`config.mk`:
```
export PLATFORM = sky130hd
export DESIGN_NAME = ges_event_select
export DESIGN_NICKNAME = d
export VERILOG_FILES = /design/src/ges_pkg.sv /design/src/ges_src_if.sv /design/src/ges_event_select.sv /design/src/ges_trig_detect.sv
export SDC_FILE = /design/constraint.sdc
export NUM_CORES = 1
export LEC_CHECK = 0
export BUFFER_PORTS_ARGS = -buffer_cell sky130_fd_sc_hd__buf_2
export CORE_UTILIZATION = 45
export CTS_BUF_LIST = sky130_fd_sc_hd__clkbuf_8
export CTS_CLUSTER_DIAMETER = 150
export CTS_CLUSTER_SIZE = 10
export DETAILED_ROUTE_END_ITERATION = 8
export HOLD_SLACK_MARGIN = 0.08
export PLACE_DENSITY = 0.76
export SYNTH_ARGS = -nofsm -noshare
export SYNTH_HDL_FRONTEND = slang
export SYNTH_SLANG_ARGS = --single-unit
export TNS_END_PERCENT = 100
```
`constraint.sdc`:
```
create_clock -name CLK_I -period 2.76 [get_ports CLK_I]
set_clock_uncertainty 0.1 [all_clocks]
set_input_delay 0.138 -clock CLK_I [delete_from_list [all_inputs] [get_ports CLK_I]]
set_output_delay 0.138 -clock CLK_I [all_outputs]
set_load 0.02 [all_outputs]
```
`src/ges_pkg.sv`:
```
// What this block does
// - Rise enable bit 7 reads zero, ignores writes
// - Rise enable bits 6..0 admit the seven sources
// - Rise mode one: rising edge, after phase delay
// - Rise mode zero: high level, immediate event
// - Rise enable zero ignores source, any mode
// - Fall enable register, same source bit order
// - Fall enable zero: source has no influence
// - Source zero is the routed input pin
// - Each mode bit pairs with same-numbered source
// - All enable and mode bits reset to zero
// - Fall mode one: falling edge, after phase delay
// - Fall mode zero: low level, immediate event
package ges_pkg;
    localparam int unsigned NUM_SRC = 7;
    localparam int unsigned ADDR_W = 8;
    localparam int unsigned PHASE_W = 6;

    localparam logic [7:0] OFS_RISE_SRC_EN = 8'h00;
    localparam logic [7:0] OFS_RISE_SRC_EDGE_MODE = 8'h04;
    localparam logic [7:0] OFS_FALL_SRC_EN = 8'h08;
    localparam logic [7:0] OFS_FALL_SRC_EDGE_MODE = 8'h0C;
    localparam logic [7:0] OFS_RISE_PHASE = 8'h10;
    localparam logic [7:0] OFS_FALL_PHASE = 8'h14;
    localparam logic [7:0] OFS_STATUS = 8'h18;

    localparam int unsigned SRC_ROUTED_PIN = 0;
    localparam int unsigned SRC_CMP1 = 1;
    localparam int unsigned SRC_CMP2 = 2;
    localparam int unsigned SRC_LOGIC_CELL1 = 3;
    localparam int unsigned SRC_CAP_CMP1 = 4;
    localparam int unsigned SRC_CAP_CMP2 = 5;
    localparam int unsigned SRC_PULSE_MOD3 = 6;

    localparam int unsigned STAT_RISE_BUSY_BIT = 0;
    localparam int unsigned STAT_FALL_BUSY_BIT = 1;
    localparam int unsigned STAT_LEVEL_LSB = 8;

    localparam logic [NUM_SRC-1:0] SRC_RESET = 7'h00;
    localparam logic [PHASE_W-1:0] PHASE_RESET = 6'h00;

    typedef enum logic [0:0] {DIR_RISE, DIR_FALL} ges_dir_type;
endpackage : ges_pkg

```
`src/ges_src_if.sv`:
```
interface ges_src_if;
    logic [6:0] rise_en;
    logic [6:0] rise_mode;
    logic [6:0] fall_en;
    logic [6:0] fall_mode;
    logic rise_edge_hit;
    logic rise_level_hit;
    logic fall_edge_hit;
    logic fall_level_hit;

    modport cfg (
        output rise_en, rise_mode, fall_en, fall_mode,
        input rise_edge_hit, rise_level_hit, fall_edge_hit, fall_level_hit
    );
    modport det (
        input rise_en, rise_mode, fall_en, fall_mode,
        output rise_edge_hit, rise_level_hit, fall_edge_hit, fall_level_hit
    );
endinterface : ges_src_if

```
`src/ges_event_select.sv`:
```
module ges_event_select
    import ges_pkg::*;
(
    input wire logic CLK_I,
    input wire logic RST_N_I,
    input wire logic PSEL_I,
    input wire logic PENABLE_I,
    input wire logic PWRITE_I,
    input wire logic [ges_pkg::ADDR_W-1:0] PADDR_I,
    input wire logic [31:0] PWDATA_I,
    input wire logic [3:0] PSTRB_I,
    output logic [31:0] PRDATA_O,
    output logic PREADY_O,
    output logic PSLVERR_O,
    input wire logic ROUTED_INPUT_PIN_I,
    input wire logic CMP1_OUT_I,
    input wire logic CMP2_OUT_I,
    input wire logic FIRST_LOGIC_CELL_OUT_I,
    input wire logic FIRST_CAPTURE_COMPARE_OUT_I,
    input wire logic SECOND_CAPTURE_COMPARE_OUT_I,
    input wire logic THIRD_PULSE_MODULATOR_OUT_I,
    output logic RISE_EVT_O,
    output logic FALL_EVT_O
);
    import ges_pkg::*;

    logic [1:0] rst_sync_q;
    logic rst_n;

    always_ff @(posedge CLK_I or negedge RST_N_I)
    begin
        if (!RST_N_I)
            rst_sync_q <= 2'h0;
        else
            rst_sync_q <= {rst_sync_q[0], 1'b1};
    end
    assign rst_n = rst_sync_q[1];

    logic [NUM_SRC-1:0] src;
    always_comb
    begin
        src = '0;
        src[SRC_ROUTED_PIN] = ROUTED_INPUT_PIN_I;
        src[SRC_CMP1] = CMP1_OUT_I;
        src[SRC_CMP2] = CMP2_OUT_I;
        src[SRC_LOGIC_CELL1] = FIRST_LOGIC_CELL_OUT_I;
        src[SRC_CAP_CMP1] = FIRST_CAPTURE_COMPARE_OUT_I;
        src[SRC_CAP_CMP2] = SECOND_CAPTURE_COMPARE_OUT_I;
        src[SRC_PULSE_MOD3] = THIRD_PULSE_MODULATOR_OUT_I;
    end

    ges_src_if sel_if ();

    ges_trig_detect u_detect (
        .clk_i(CLK_I),
        .rst_n_i(rst_n),
        .src_i(src),
        .sel(sel_if.det)
    );

    // Register file
    logic [NUM_SRC-1:0] rise_en_q, rise_en_d;
    logic [NUM_SRC-1:0] rise_mode_q, rise_mode_d;
    logic [NUM_SRC-1:0] fall_en_q, fall_en_d;
    logic [NUM_SRC-1:0] fall_mode_q, fall_mode_d;
    logic [PHASE_W-1:0] rise_phase_q, rise_phase_d;
    logic [PHASE_W-1:0] fall_phase_q, fall_phase_d;
    logic [31:0] prdata_q, prdata_d;
    logic pready_q, pready_d;
    logic pslverr_q, pslverr_d;
    logic [1:0] busy_q;
    logic wr_acc;
    logic setup;
    logic mapped;

    assign setup = PSEL_I & ~PENABLE_I;
    // Writes land only at the access edge that also sees pready high
    assign wr_acc = PSEL_I & PENABLE_I & pready_q & PWRITE_I & PSTRB_I[0];

    always_comb
    begin
        unique case (PADDR_I)
            OFS_RISE_SRC_EN, OFS_RISE_SRC_EDGE_MODE, OFS_FALL_SRC_EN,
            OFS_FALL_SRC_EDGE_MODE, OFS_RISE_PHASE, OFS_FALL_PHASE,
            OFS_STATUS: mapped = 1'b1;
            default: mapped = 1'b0;
        endcase
    end

    always_comb
    begin
        rise_en_d = rise_en_q;
        rise_mode_d = rise_mode_q;
        fall_en_d = fall_en_q;
        fall_mode_d = fall_mode_q;
        rise_phase_d = rise_phase_q;
        fall_phase_d = fall_phase_q;
        if (wr_acc)
        begin
            // Bit 7 has no storage, so writes to it vanish
            unique case (PADDR_I)
                OFS_RISE_SRC_EN: rise_en_d = PWDATA_I[NUM_SRC-1:0];
                OFS_RISE_SRC_EDGE_MODE: rise_mode_d = PWDATA_I[NUM_SRC-1:0];
                OFS_FALL_SRC_EN: fall_en_d = PWDATA_I[NUM_SRC-1:0];
                OFS_FALL_SRC_EDGE_MODE: fall_mode_d = PWDATA_I[NUM_SRC-1:0];
                OFS_RISE_PHASE: rise_phase_d = PWDATA_I[PHASE_W-1:0];
                OFS_FALL_PHASE: fall_phase_d = PWDATA_I[PHASE_W-1:0];
                default: ;
            endcase
        end
    end

    always_comb
    begin
        prdata_d = prdata_q;
        pslverr_d = 1'b0;
        pready_d = setup;
        if (setup)
        begin
            prdata_d = '0;
            pslverr_d = ~mapped;
            unique case (PADDR_I)
                OFS_RISE_SRC_EN: prdata_d[NUM_SRC-1:0] = rise_en_q;
                OFS_RISE_SRC_EDGE_MODE: prdata_d[NUM_SRC-1:0] = rise_mode_q;
                OFS_FALL_SRC_EN: prdata_d[NUM_SRC-1:0] = fall_en_q;
                OFS_FALL_SRC_EDGE_MODE: prdata_d[NUM_SRC-1:0] = fall_mode_q;
                OFS_RISE_PHASE: prdata_d[PHASE_W-1:0] = rise_phase_q;
                OFS_FALL_PHASE: prdata_d[PHASE_W-1:0] = fall_phase_q;
                OFS_STATUS:
                begin
                    prdata_d[STAT_RISE_BUSY_BIT] = busy_q[DIR_RISE];
                    prdata_d[STAT_FALL_BUSY_BIT] = busy_q[DIR_FALL];
                    prdata_d[STAT_LEVEL_LSB +: NUM_SRC] = src;
                end
                default: ;
            endcase
        end
    end

    always_ff @(posedge CLK_I or negedge rst_n)
    begin
        if (!rst_n)
        begin
            rise_en_q <= SRC_RESET;
            rise_mode_q <= SRC_RESET;
            fall_en_q <= SRC_RESET;
            fall_mode_q <= SRC_RESET;
            rise_phase_q <= PHASE_RESET;
            fall_phase_q <= PHASE_RESET;
            prdata_q <= '0;
            pready_q <= 1'b0;
            pslverr_q <= 1'b0;
        end
        else
        begin
            rise_en_q <= rise_en_d;
            rise_mode_q <= rise_mode_d;
            fall_en_q <= fall_en_d;
            fall_mode_q <= fall_mode_d;
            rise_phase_q <= rise_phase_d;
            fall_phase_q <= fall_phase_d;
            prdata_q <= prdata_d;
            pready_q <= pready_d;
            pslverr_q <= pslverr_d;
        end
    end

    assign sel_if.rise_en = rise_en_q;
    assign sel_if.rise_mode = rise_mode_q;
    assign sel_if.fall_en = fall_en_q;
    assign sel_if.fall_mode = fall_mode_q;

    // Phase delay per direction; a new edge restarts the count
    logic [1:0][PHASE_W-1:0] cnt_q, cnt_d;
    logic [1:0] busy_d;
    logic [1:0] edge_hit;
    logic [1:0] level_hit;
    logic [1:0][PHASE_W-1:0] phase;
    logic [1:0] evt_q, evt_d;

    assign edge_hit = {sel_if.fall_edge_hit, sel_if.rise_edge_hit};
    assign level_hit = {sel_if.fall_level_hit, sel_if.rise_level_hit};
    assign phase = {fall_phase_q, rise_phase_q};

    // One process per group keeps each vector on a single driver
    always_comb
    begin
        cnt_d = cnt_q;
        busy_d = busy_q;
        evt_d = '0;
        for (int d = 0; d < 2; d++)
        begin
            if (edge_hit[d])
            begin
                cnt_d[d] = phase[d];
                busy_d[d] = 1'b1;
            end
            else if (busy_q[d])
            begin
                if (cnt_q[d] == '0)
                    busy_d[d] = 1'b0;
                else
                    cnt_d[d] = cnt_q[d] - 1'b1;
            end
            // Level triggers bypass the delay entirely
            evt_d[d] = level_hit[d] | (busy_q[d] & (cnt_q[d] == '0));
        end
    end

    always_ff @(posedge CLK_I or negedge rst_n)
    begin
        if (!rst_n)
        begin
            cnt_q <= '0;
            busy_q <= '0;
            evt_q <= '0;
        end
        else
        begin
            cnt_q <= cnt_d;
            busy_q <= busy_d;
            evt_q <= evt_d;
        end
    end

    assign PRDATA_O = prdata_q;
    assign PREADY_O = pready_q;
    assign PSLVERR_O = pslverr_q;
    assign RISE_EVT_O = evt_q[DIR_RISE];
    assign FALL_EVT_O = evt_q[DIR_FALL];
endmodule : ges_event_select

```
`src/ges_trig_detect.sv`:
```
module ges_trig_detect
    import ges_pkg::*;
(
    input wire logic clk_i,
    input wire logic rst_n_i,
    input wire logic [ges_pkg::NUM_SRC-1:0] src_i,
    ges_src_if.det sel
);
    logic [NUM_SRC-1:0] prev_q;
    logic [NUM_SRC-1:0] prev_d;
    logic [NUM_SRC-1:0] rise_edge;
    logic [NUM_SRC-1:0] fall_edge;

    function automatic logic any_hit(input logic [NUM_SRC-1:0] en,
                                     input logic [NUM_SRC-1:0] gate,
                                     input logic [NUM_SRC-1:0] hit);
        any_hit = |(en & gate & hit);
    endfunction : any_hit

    always_comb
    begin
        prev_d = src_i;
    end

    always_ff @(posedge clk_i or negedge rst_n_i)
    begin
        if (!rst_n_i)
            prev_q <= '0;
        else
            prev_q <= prev_d;
    end

    genvar g;
    generate
        for (g = 0; g < NUM_SRC; g++)
        begin : g_edge
            assign rise_edge[g] = src_i[g] & ~prev_q[g];
            assign fall_edge[g] = ~src_i[g] & prev_q[g];
        end
    endgenerate

    // Mode bit g gates only source g; disabled sources drop out before the OR
    assign sel.rise_edge_hit = any_hit(sel.rise_en, sel.rise_mode, rise_edge);
    assign sel.rise_level_hit = any_hit(sel.rise_en, ~sel.rise_mode, src_i);
    assign sel.fall_edge_hit = any_hit(sel.fall_en, sel.fall_mode, fall_edge);
    assign sel.fall_level_hit = any_hit(sel.fall_en, ~sel.fall_mode, ~src_i);
endmodule : ges_trig_detect
```
### Word-level counts from Yosys, hierarchy flattened

Cells that the tools add are included.

| word-level totals | value |
|---|---|
| register bits | 81 |
| bits of input ports | 56 |
| output and inout bits | 36 |
| word-level logic and storage cells | 111 |

| cells by class | value |
|---|---|
| add/subtract/negate cells | 2 |
| equality and inequality tests | 8 |
| muxes and demuxes | 18 |
| bitwise operators | 50 |
| reductions and logical operators | 18 |

Operators by type and width:

| operator | number |
|---|---|
| bitwise AND 7 bit | 8 |
| 2-to-1 mux 6 bit | 6 |
| OR reduction 7 bit | 5 |
| == test 8 x 5 -> 1 bit, second input constant | 3 |
| case mux 4 bit (6 select lines) | 1 |
| bitwise AND 1 bit | 21 |
| NOT 7 bit | 3 |
| == test 8 x 4 -> 1 bit, second input constant | 2 |
| NOT 1 bit | 16 |
| AND reduction 2 bit | 8 |
| case mux 2 bit (7 select lines) | 1 |
| logical NOT 6 bit | 2 |
| subtractor 6 x 1 -> 6 bit, second input constant | 2 |
| == test 8 x 3 -> 1 bit, second input constant | 1 |
| logical NOT 8 bit | 1 |
| 2-to-1 mux 1 bit | 8 |
| 2-to-1 mux 7 bit | 1 |
| != test 2 bit, second input constant | 2 |
| case mux 1 bit (4 select lines) | 1 |
| nonzero test 2 bit | 2 |
| OR 1 bit | 2 |

### Depth between registers and ports, before layout

| depth | value |
|---|---|
| word-level depth | 6 |
| gate-level depth with buffers | 6 |
| mapped depth without buffers | 6 |

### Modules after synthesis

From an unflattened synthesis, not the netlist that was laid out.

| second synthesis, totals | value |
|---|---|
| cells, all modules | 352 |
| area, all modules | 4067.7 sq um |

Modules (own cells, without submodules):

| module | times used | cells each | area an instance (sq um) | seq. area each (sq um) |
|---|---|---|---|---|
| ges_event_select | 1 | 304 | 3616.0 | 1851.8 |
| ges_trig_detect | 1 | 48 | 451.7 | 175.2 |

### Worst setup path before layout

OpenSTA, ideal clock, no wires.

| path | value |
|---|---|
| path kind | flip-flop to flip-flop |
| start point | reg cnt_q[2] in the netlist's numbering |
| end point | reg cnt_q[5] in the netlist's numbering |
| library setup time | 125 ps |
| arrival | 1648 ps |
| data required time | 2535 ps |
| setup slack | 888 ps |
| cell stages (with the launch flop) | 5 |
| buffers on the path | 0 |
| period minus slack after synthesis | 1872 ps |
| path through | dfrtp_1 -> or4b_4 -> nor3_2 -> mux2_1 -> mux2_2 |

| between the ends | value |
|---|---|
| longest elaborated chain between the ends | 4 |
| elaborated cells on any way between the ends | 7 |
| those cells by class | add/sub (1); eq/ne (1); mux (3); reduce/logical (2) |

Ends and longest elaborated chain:

| what | RTL line | RTL |
|---|---|---|
| from (decl) | ges_event_select.sv:174 | `logic [1:0][PHASE_W-1:0] cnt_q, cnt_d;` |
| from (signal assigned) | ges_event_select.sv:220 | `cnt_q <= cnt_d;` |
| subtractor 6 x 1 -> 6 bit | ges_event_select.sv:203 | `cnt_d[d] = cnt_q[d] - 1'b1;` |
| 2-to-1 mux 6 bit | ges_event_select.sv:200 | `if (cnt_q[d] == '0)` |
| 2-to-1 mux 6 bit | ges_event_select.sv:198 | `else if (busy_q[d])` |
| 2-to-1 mux 6 bit | ges_event_select.sv:193 | `if (edge_hit[d])` |

Several ways; a longest one is shown, not always the timed one. The select of a mux whose other input is x is not followed.
A chain may end at the register's enable or synchronous reset.

### Final worst setup path

| path | value |
|---|---|
| start point | in PADDR_I[6] in the netlist's numbering |
| end point | reg prdata_q[3] (netlist: PRDATA_O[3]) |

| between the ends | value |
|---|---|
| longest elaborated chain between the ends | 2 |
| elaborated cells on any way between the ends | 7 |
| those cells by class | eq/ne (5); mux (1); reduce/logical (1) |

Ends and longest elaborated chain:

| what | RTL line | RTL |
|---|---|---|
| from (decl) | ges_event_select.sv:9 | `input wire logic [ges_pkg::ADDR_W-1:0] PADDR_I,` |
| == test 8 x 5 -> 1 bit (tied with other cells) | ges_event_select.sv:122 | `unique case (PADDR_I)` |
| case mux 4 bit (6 select lines) * | ges_event_select.sv:122 |  |
| to (signal assigned) | ges_event_select.sv:162 | `prdata_q <= prdata_d;` |
| to (decl) | ges_event_select.sv:68 | `logic [31:0] prdata_q, prdata_d;` |

Mark *: on every way between the ends. The rest lies on a longest branch, timed or not.

==> summary.txt <==
Status
  • Result of the run: finished with violations
  • Failing checks: design-rule violations

Worst setup path
  • Maximum fanout count along the critical path: 6
  • Startpoint type of the worst setup path: primary input
  • Critical path data arrival time: 2540 ps
  • Capturing point of the worst reg2reg path: cnt_q[5]$_DFFE_PN0P_
  • Critical path type: primary input to flip-flop
  • R2R depth: 4
  • Capturing element of the worst setup path: PRDATA_O[3]$_DFFE_PN0P_
  • Worst path required time: 2950 ps
  • Minimum setup slack among reg-to-reg paths: 800 ps
  • CP Launch Point: PADDR_I[6]
  • Worst reg2reg path startpoint: cnt_q[2]$_DFFE_PN0P_
  • Endpoint class of the critical path: flip-flop

Finish
  • Area used by sequential logic in the layout: 0.00203 mm²
  • Fillcell total: 738
  • Most frequent standard cell in the layout excluding fill and tap cells: sky130_fd_sc_hd__dfrtp_1
  • Non-filler instance count after layout: 519
  • Signed area change from the synthesized netlist to the final layout: 15.1%
  • Most frequent cells in the layout: sky130_fd_sc_hd__dfrtp_1 (80), sky130_fd_sc_hd__mux2_2 (58), sky130_fd_sc_hd__buf_2 (45)
  • Diode count: 0
  • Final nets: 466
  • Area occupied by multi-input gates: 0.00198 mm²
  • Final design area excluding fillers: 0.00480 mm²
  • Share of cells above drive strength 1: 35.3%

Clock network
  • Clock tree from TritonCTS: yes
  • Buffer depth of the longest clock path: 2
  • Sinks on Clock Net: 81
  • Master cell of the clock root buffer: sky130_fd_sc_hd__clkbuf_8
  • PostCTS Resize Cnt: 0
  • Source-to-sink clock delay at the later pin of the worst-skew pair: 350 ps
  • Inserted Clock Buffers: 9
  • Post-CTS clock slew at the launch and capture registers of the worst setup and hold paths: 80 ps
  • Number of H-tree levels: 3
  • Post-CTS setup-driven buffer insertion count: 0

Power and ir drop
  • VDD IR max: 0.226 mV
  • P per Cell Area: 459 mW/mm²
  • Leak: 0.00233 µW

Floorplan
  • CORE AREA: 0.00885 mm²
  • Number of standard-cell rows in the floorplan: 34
  • Ports placed on the boundary: 92
  • Area enclosed by the die boundary: 0.00965 mm²
  • Die span in y: 98.3 µm
  • Starting Density: 47.1%
  • Overall die width: 98.3 µm

Global route
  • Remaining global-route overflow: 0
  • Wire length of the first global-routing pass: 15000 µm
  • Initial antenna violation count: 0
  • Number of global-route vias before repair: 2927
  • Total global routing track utilization: 20.1%
  • Maximum number of pins on one net before global-route repair: 80

Hold path
  • Path type of the worst min-delay path: primary input to flip-flop
  • Depth of the worst hold-timing path: 3

Synth
  • Flops & latches, synth: 81
  • Mean area per synthesized cell: 12.3 µm²
  • Share of synthesized area occupied by flip-flops and latches: 48.6%
  • Post-synthesis async set-or-reset flop share: 100%
  • Synth cell types: 55
  • Top cells by area in the synthesized netlist: sky130_fd_sc_hd__dfrtp_1 (49%), sky130_fd_sc_hd__mux2_2 (16%), sky130_fd_sc_hd__buf_4 (3.8%)
  • Most area-hungry cell type in the Yosys netlist: sky130_fd_sc_hd__dfrtp_1
  • Number of synthesized flops with an enable pin: 0
  • Cell count after synthesis: 339
  • Yosys Warn Count: 0
  • Fraction of post-synthesis cell area in the top cell type by area: 48.6%
  • Primary FF master, synth: sky130_fd_sc_hd__dfrtp_1
  • Post-synthesis cell area: 0.00417 mm²

STA
  • Hold Vio Cnt, Final: 0
  • Final hold slack: 134 ps
  • Number of pins with negative max-slew slack in the final report: 0
  • Minimum clock period after layout: 2340 ps
  • Setup repair after global routing missed its margin: no
  • Crit share post-route: 84.9%
  • Post-route worst setup slack: 416 ps
  • Highest achievable clock rate: 0.427 GHz
  • Slew at the pin with the worst max-slew slack: 1000 ps
  • Relative slew slack: 33.1%
  • Number of setup violations in the final report: 0
  • Aggregate negative setup slack: 0 ps

Placed design
  • Half-perimeter wire length after detailed placement: 6520 µm
  • PortBufs: 45
  • Instance count after placement with tap cells included: 484
  • Post-placement cell area: 0.00442 mm²
  • Setup Slack @ Placement: 772 ps
  • Routability congestion estimate: 0.876

Drt
  • Number of iterations in the first detailed-routing pass: 9
  • Number of nets with antenna violations after detailed routing: 0
  • Average routed wire per standard cell: 17.6 µm
  • Avg Vias per Cell: 5.70
  • Starting DRC count in detailed routing: 186
  • Final WL: 9120 µm
  • Remaining design rule violation count: 9
  • Total number of vias: 2959

Run
  • Max-cap violations: 0
-- synth_stat cells (4+ instances only) --
master,number
sky130_fd_sc_hd__nand2b_1,5
sky130_fd_sc_hd__inv_1,9
sky130_fd_sc_hd__nand3_1,7
sky130_fd_sc_hd__nor3_2,5
sky130_fd_sc_hd__nor3b_1,7
sky130_fd_sc_hd__ha_1,4
sky130_fd_sc_hd__a22o_1,9
sky130_fd_sc_hd__buf_4,21
sky130_fd_sc_hd__nor2_1,5
sky130_fd_sc_hd__nand4b_1,9
sky130_fd_sc_hd__mux2i_1,7
sky130_fd_sc_hd__o21ai_0,9
sky130_fd_sc_hd__nor2_4,4
sky130_fd_sc_hd__nand2_1,29
sky130_fd_sc_hd__mux2_2,58
sky130_fd_sc_hd__dfrtp_1,81
-- worst min-delay path by stage --
stage                          start  slack [ps]                       to
after floorplan              RST_N_I        -260  rst_sync_q[0]$_DFF_PN0_
after global placement       RST_N_I        -180  rst_sync_q[0]$_DFF_PN0_
after detailed placement     RST_N_I        -170  rst_sync_q[0]$_DFF_PN0_
after CTS                 PADDR_I[4]         120      PSLVERR_O$_DFF_PN0_
after global routing      PADDR_I[4]         150      PSLVERR_O$_DFF_PN0_
final                     PADDR_I[4]         130      PSLVERR_O$_DFF_PN0_
-- layer usage --
layer / vias to the layer above / global-route usage (%) / part of all wire (%) / wire, µm
met2: 106 / 32.4 / 48 / 4350
met3: 13 / 2.86 / 5.5 / 498
li1: 1356 / - / - / -
met1: 1484 / 27.3 / 45 / 4120
met5: - / 0 / 0 / 0
met4: 0 / 8.38 / 1.7 / 152
-- per-stage QoR --
stage	total power (µW)	util (%)
final	2200	54.2
after global routing	2290	54.2
after floorplan	1330	-
after CTS	2210	54.2
after global placement	1370	50.0
after detailed placement	1370	50.0
-- registers in the layout, indices dropped and copies added, names as in the netlist --
signal,cells
PRDATA_O,14
fall_en_q,7
u_detect.prev_q,7
busy_q,2
rise_en_q,7
rst_sync_q,2
fall_mode_q,7
fall_phase_q,6
rise_phase_q,6
PREADY_O,1
evt_q,2
cnt_q,12
rise_mode_q,7
PSLVERR_O,1
-- report_power, final --
| part | internal [µW] | switching (µW) |
|---|---|---|
| Sequential | 1200 | 27.4 |
| Clock | 410 | 421 |
| Combinational | 54.0 | 91.0 |
-- critical path, cell delays in order --
cell	delay [ps]
sky130_fd_sc_hd__dlygate4sd3_1	540
sky130_fd_sc_hd__buf_2	130
sky130_fd_sc_hd__nor3_4	270
sky130_fd_sc_hd__dlygate4sd3_1	680
sky130_fd_sc_hd__nand3_1	90
sky130_fd_sc_hd__a21oi_1	130
sky130_fd_sc_hd__dlygate4sd3_1	560
-- cell families (layout without fill, tap and decap cells) --
group	Yosys count	after routing	share of synthesized area, %
AOI/OAI and AO/OA	44	44	8.22
muxes	69	69	19.0
buffers and inverters	36	91	5.37
other	2	19	0.180
DFF	81	81	48.6
xor gates and xnor gates	2	2	0.420
adders and majority gates	4	4	1.20
and+or+nand+nor	101	101	17.0
-- timing repair --
action	CTS	global route
endpoints found under the setup margin	0	0
endpoints found under the hold margin	59	0
hold buffers	19	0
-- final cells by class --
| cell class | count | share of cell area [%] |
|---|---|---|
| Clock inverter | 7 | 1.30 |
| Inverter | 9 | 0.704 |
| Tap cell | 108 | 2.82 |
| Timing Repair Buffer | 66 | 8.97 |
| Sequential cell | 81 | 42.3 |
| Multi-Input combinational cell | 239 | 41.3 |
| Clock buffer | 9 | 2.58 |
(Power assumes the default switching activity.)
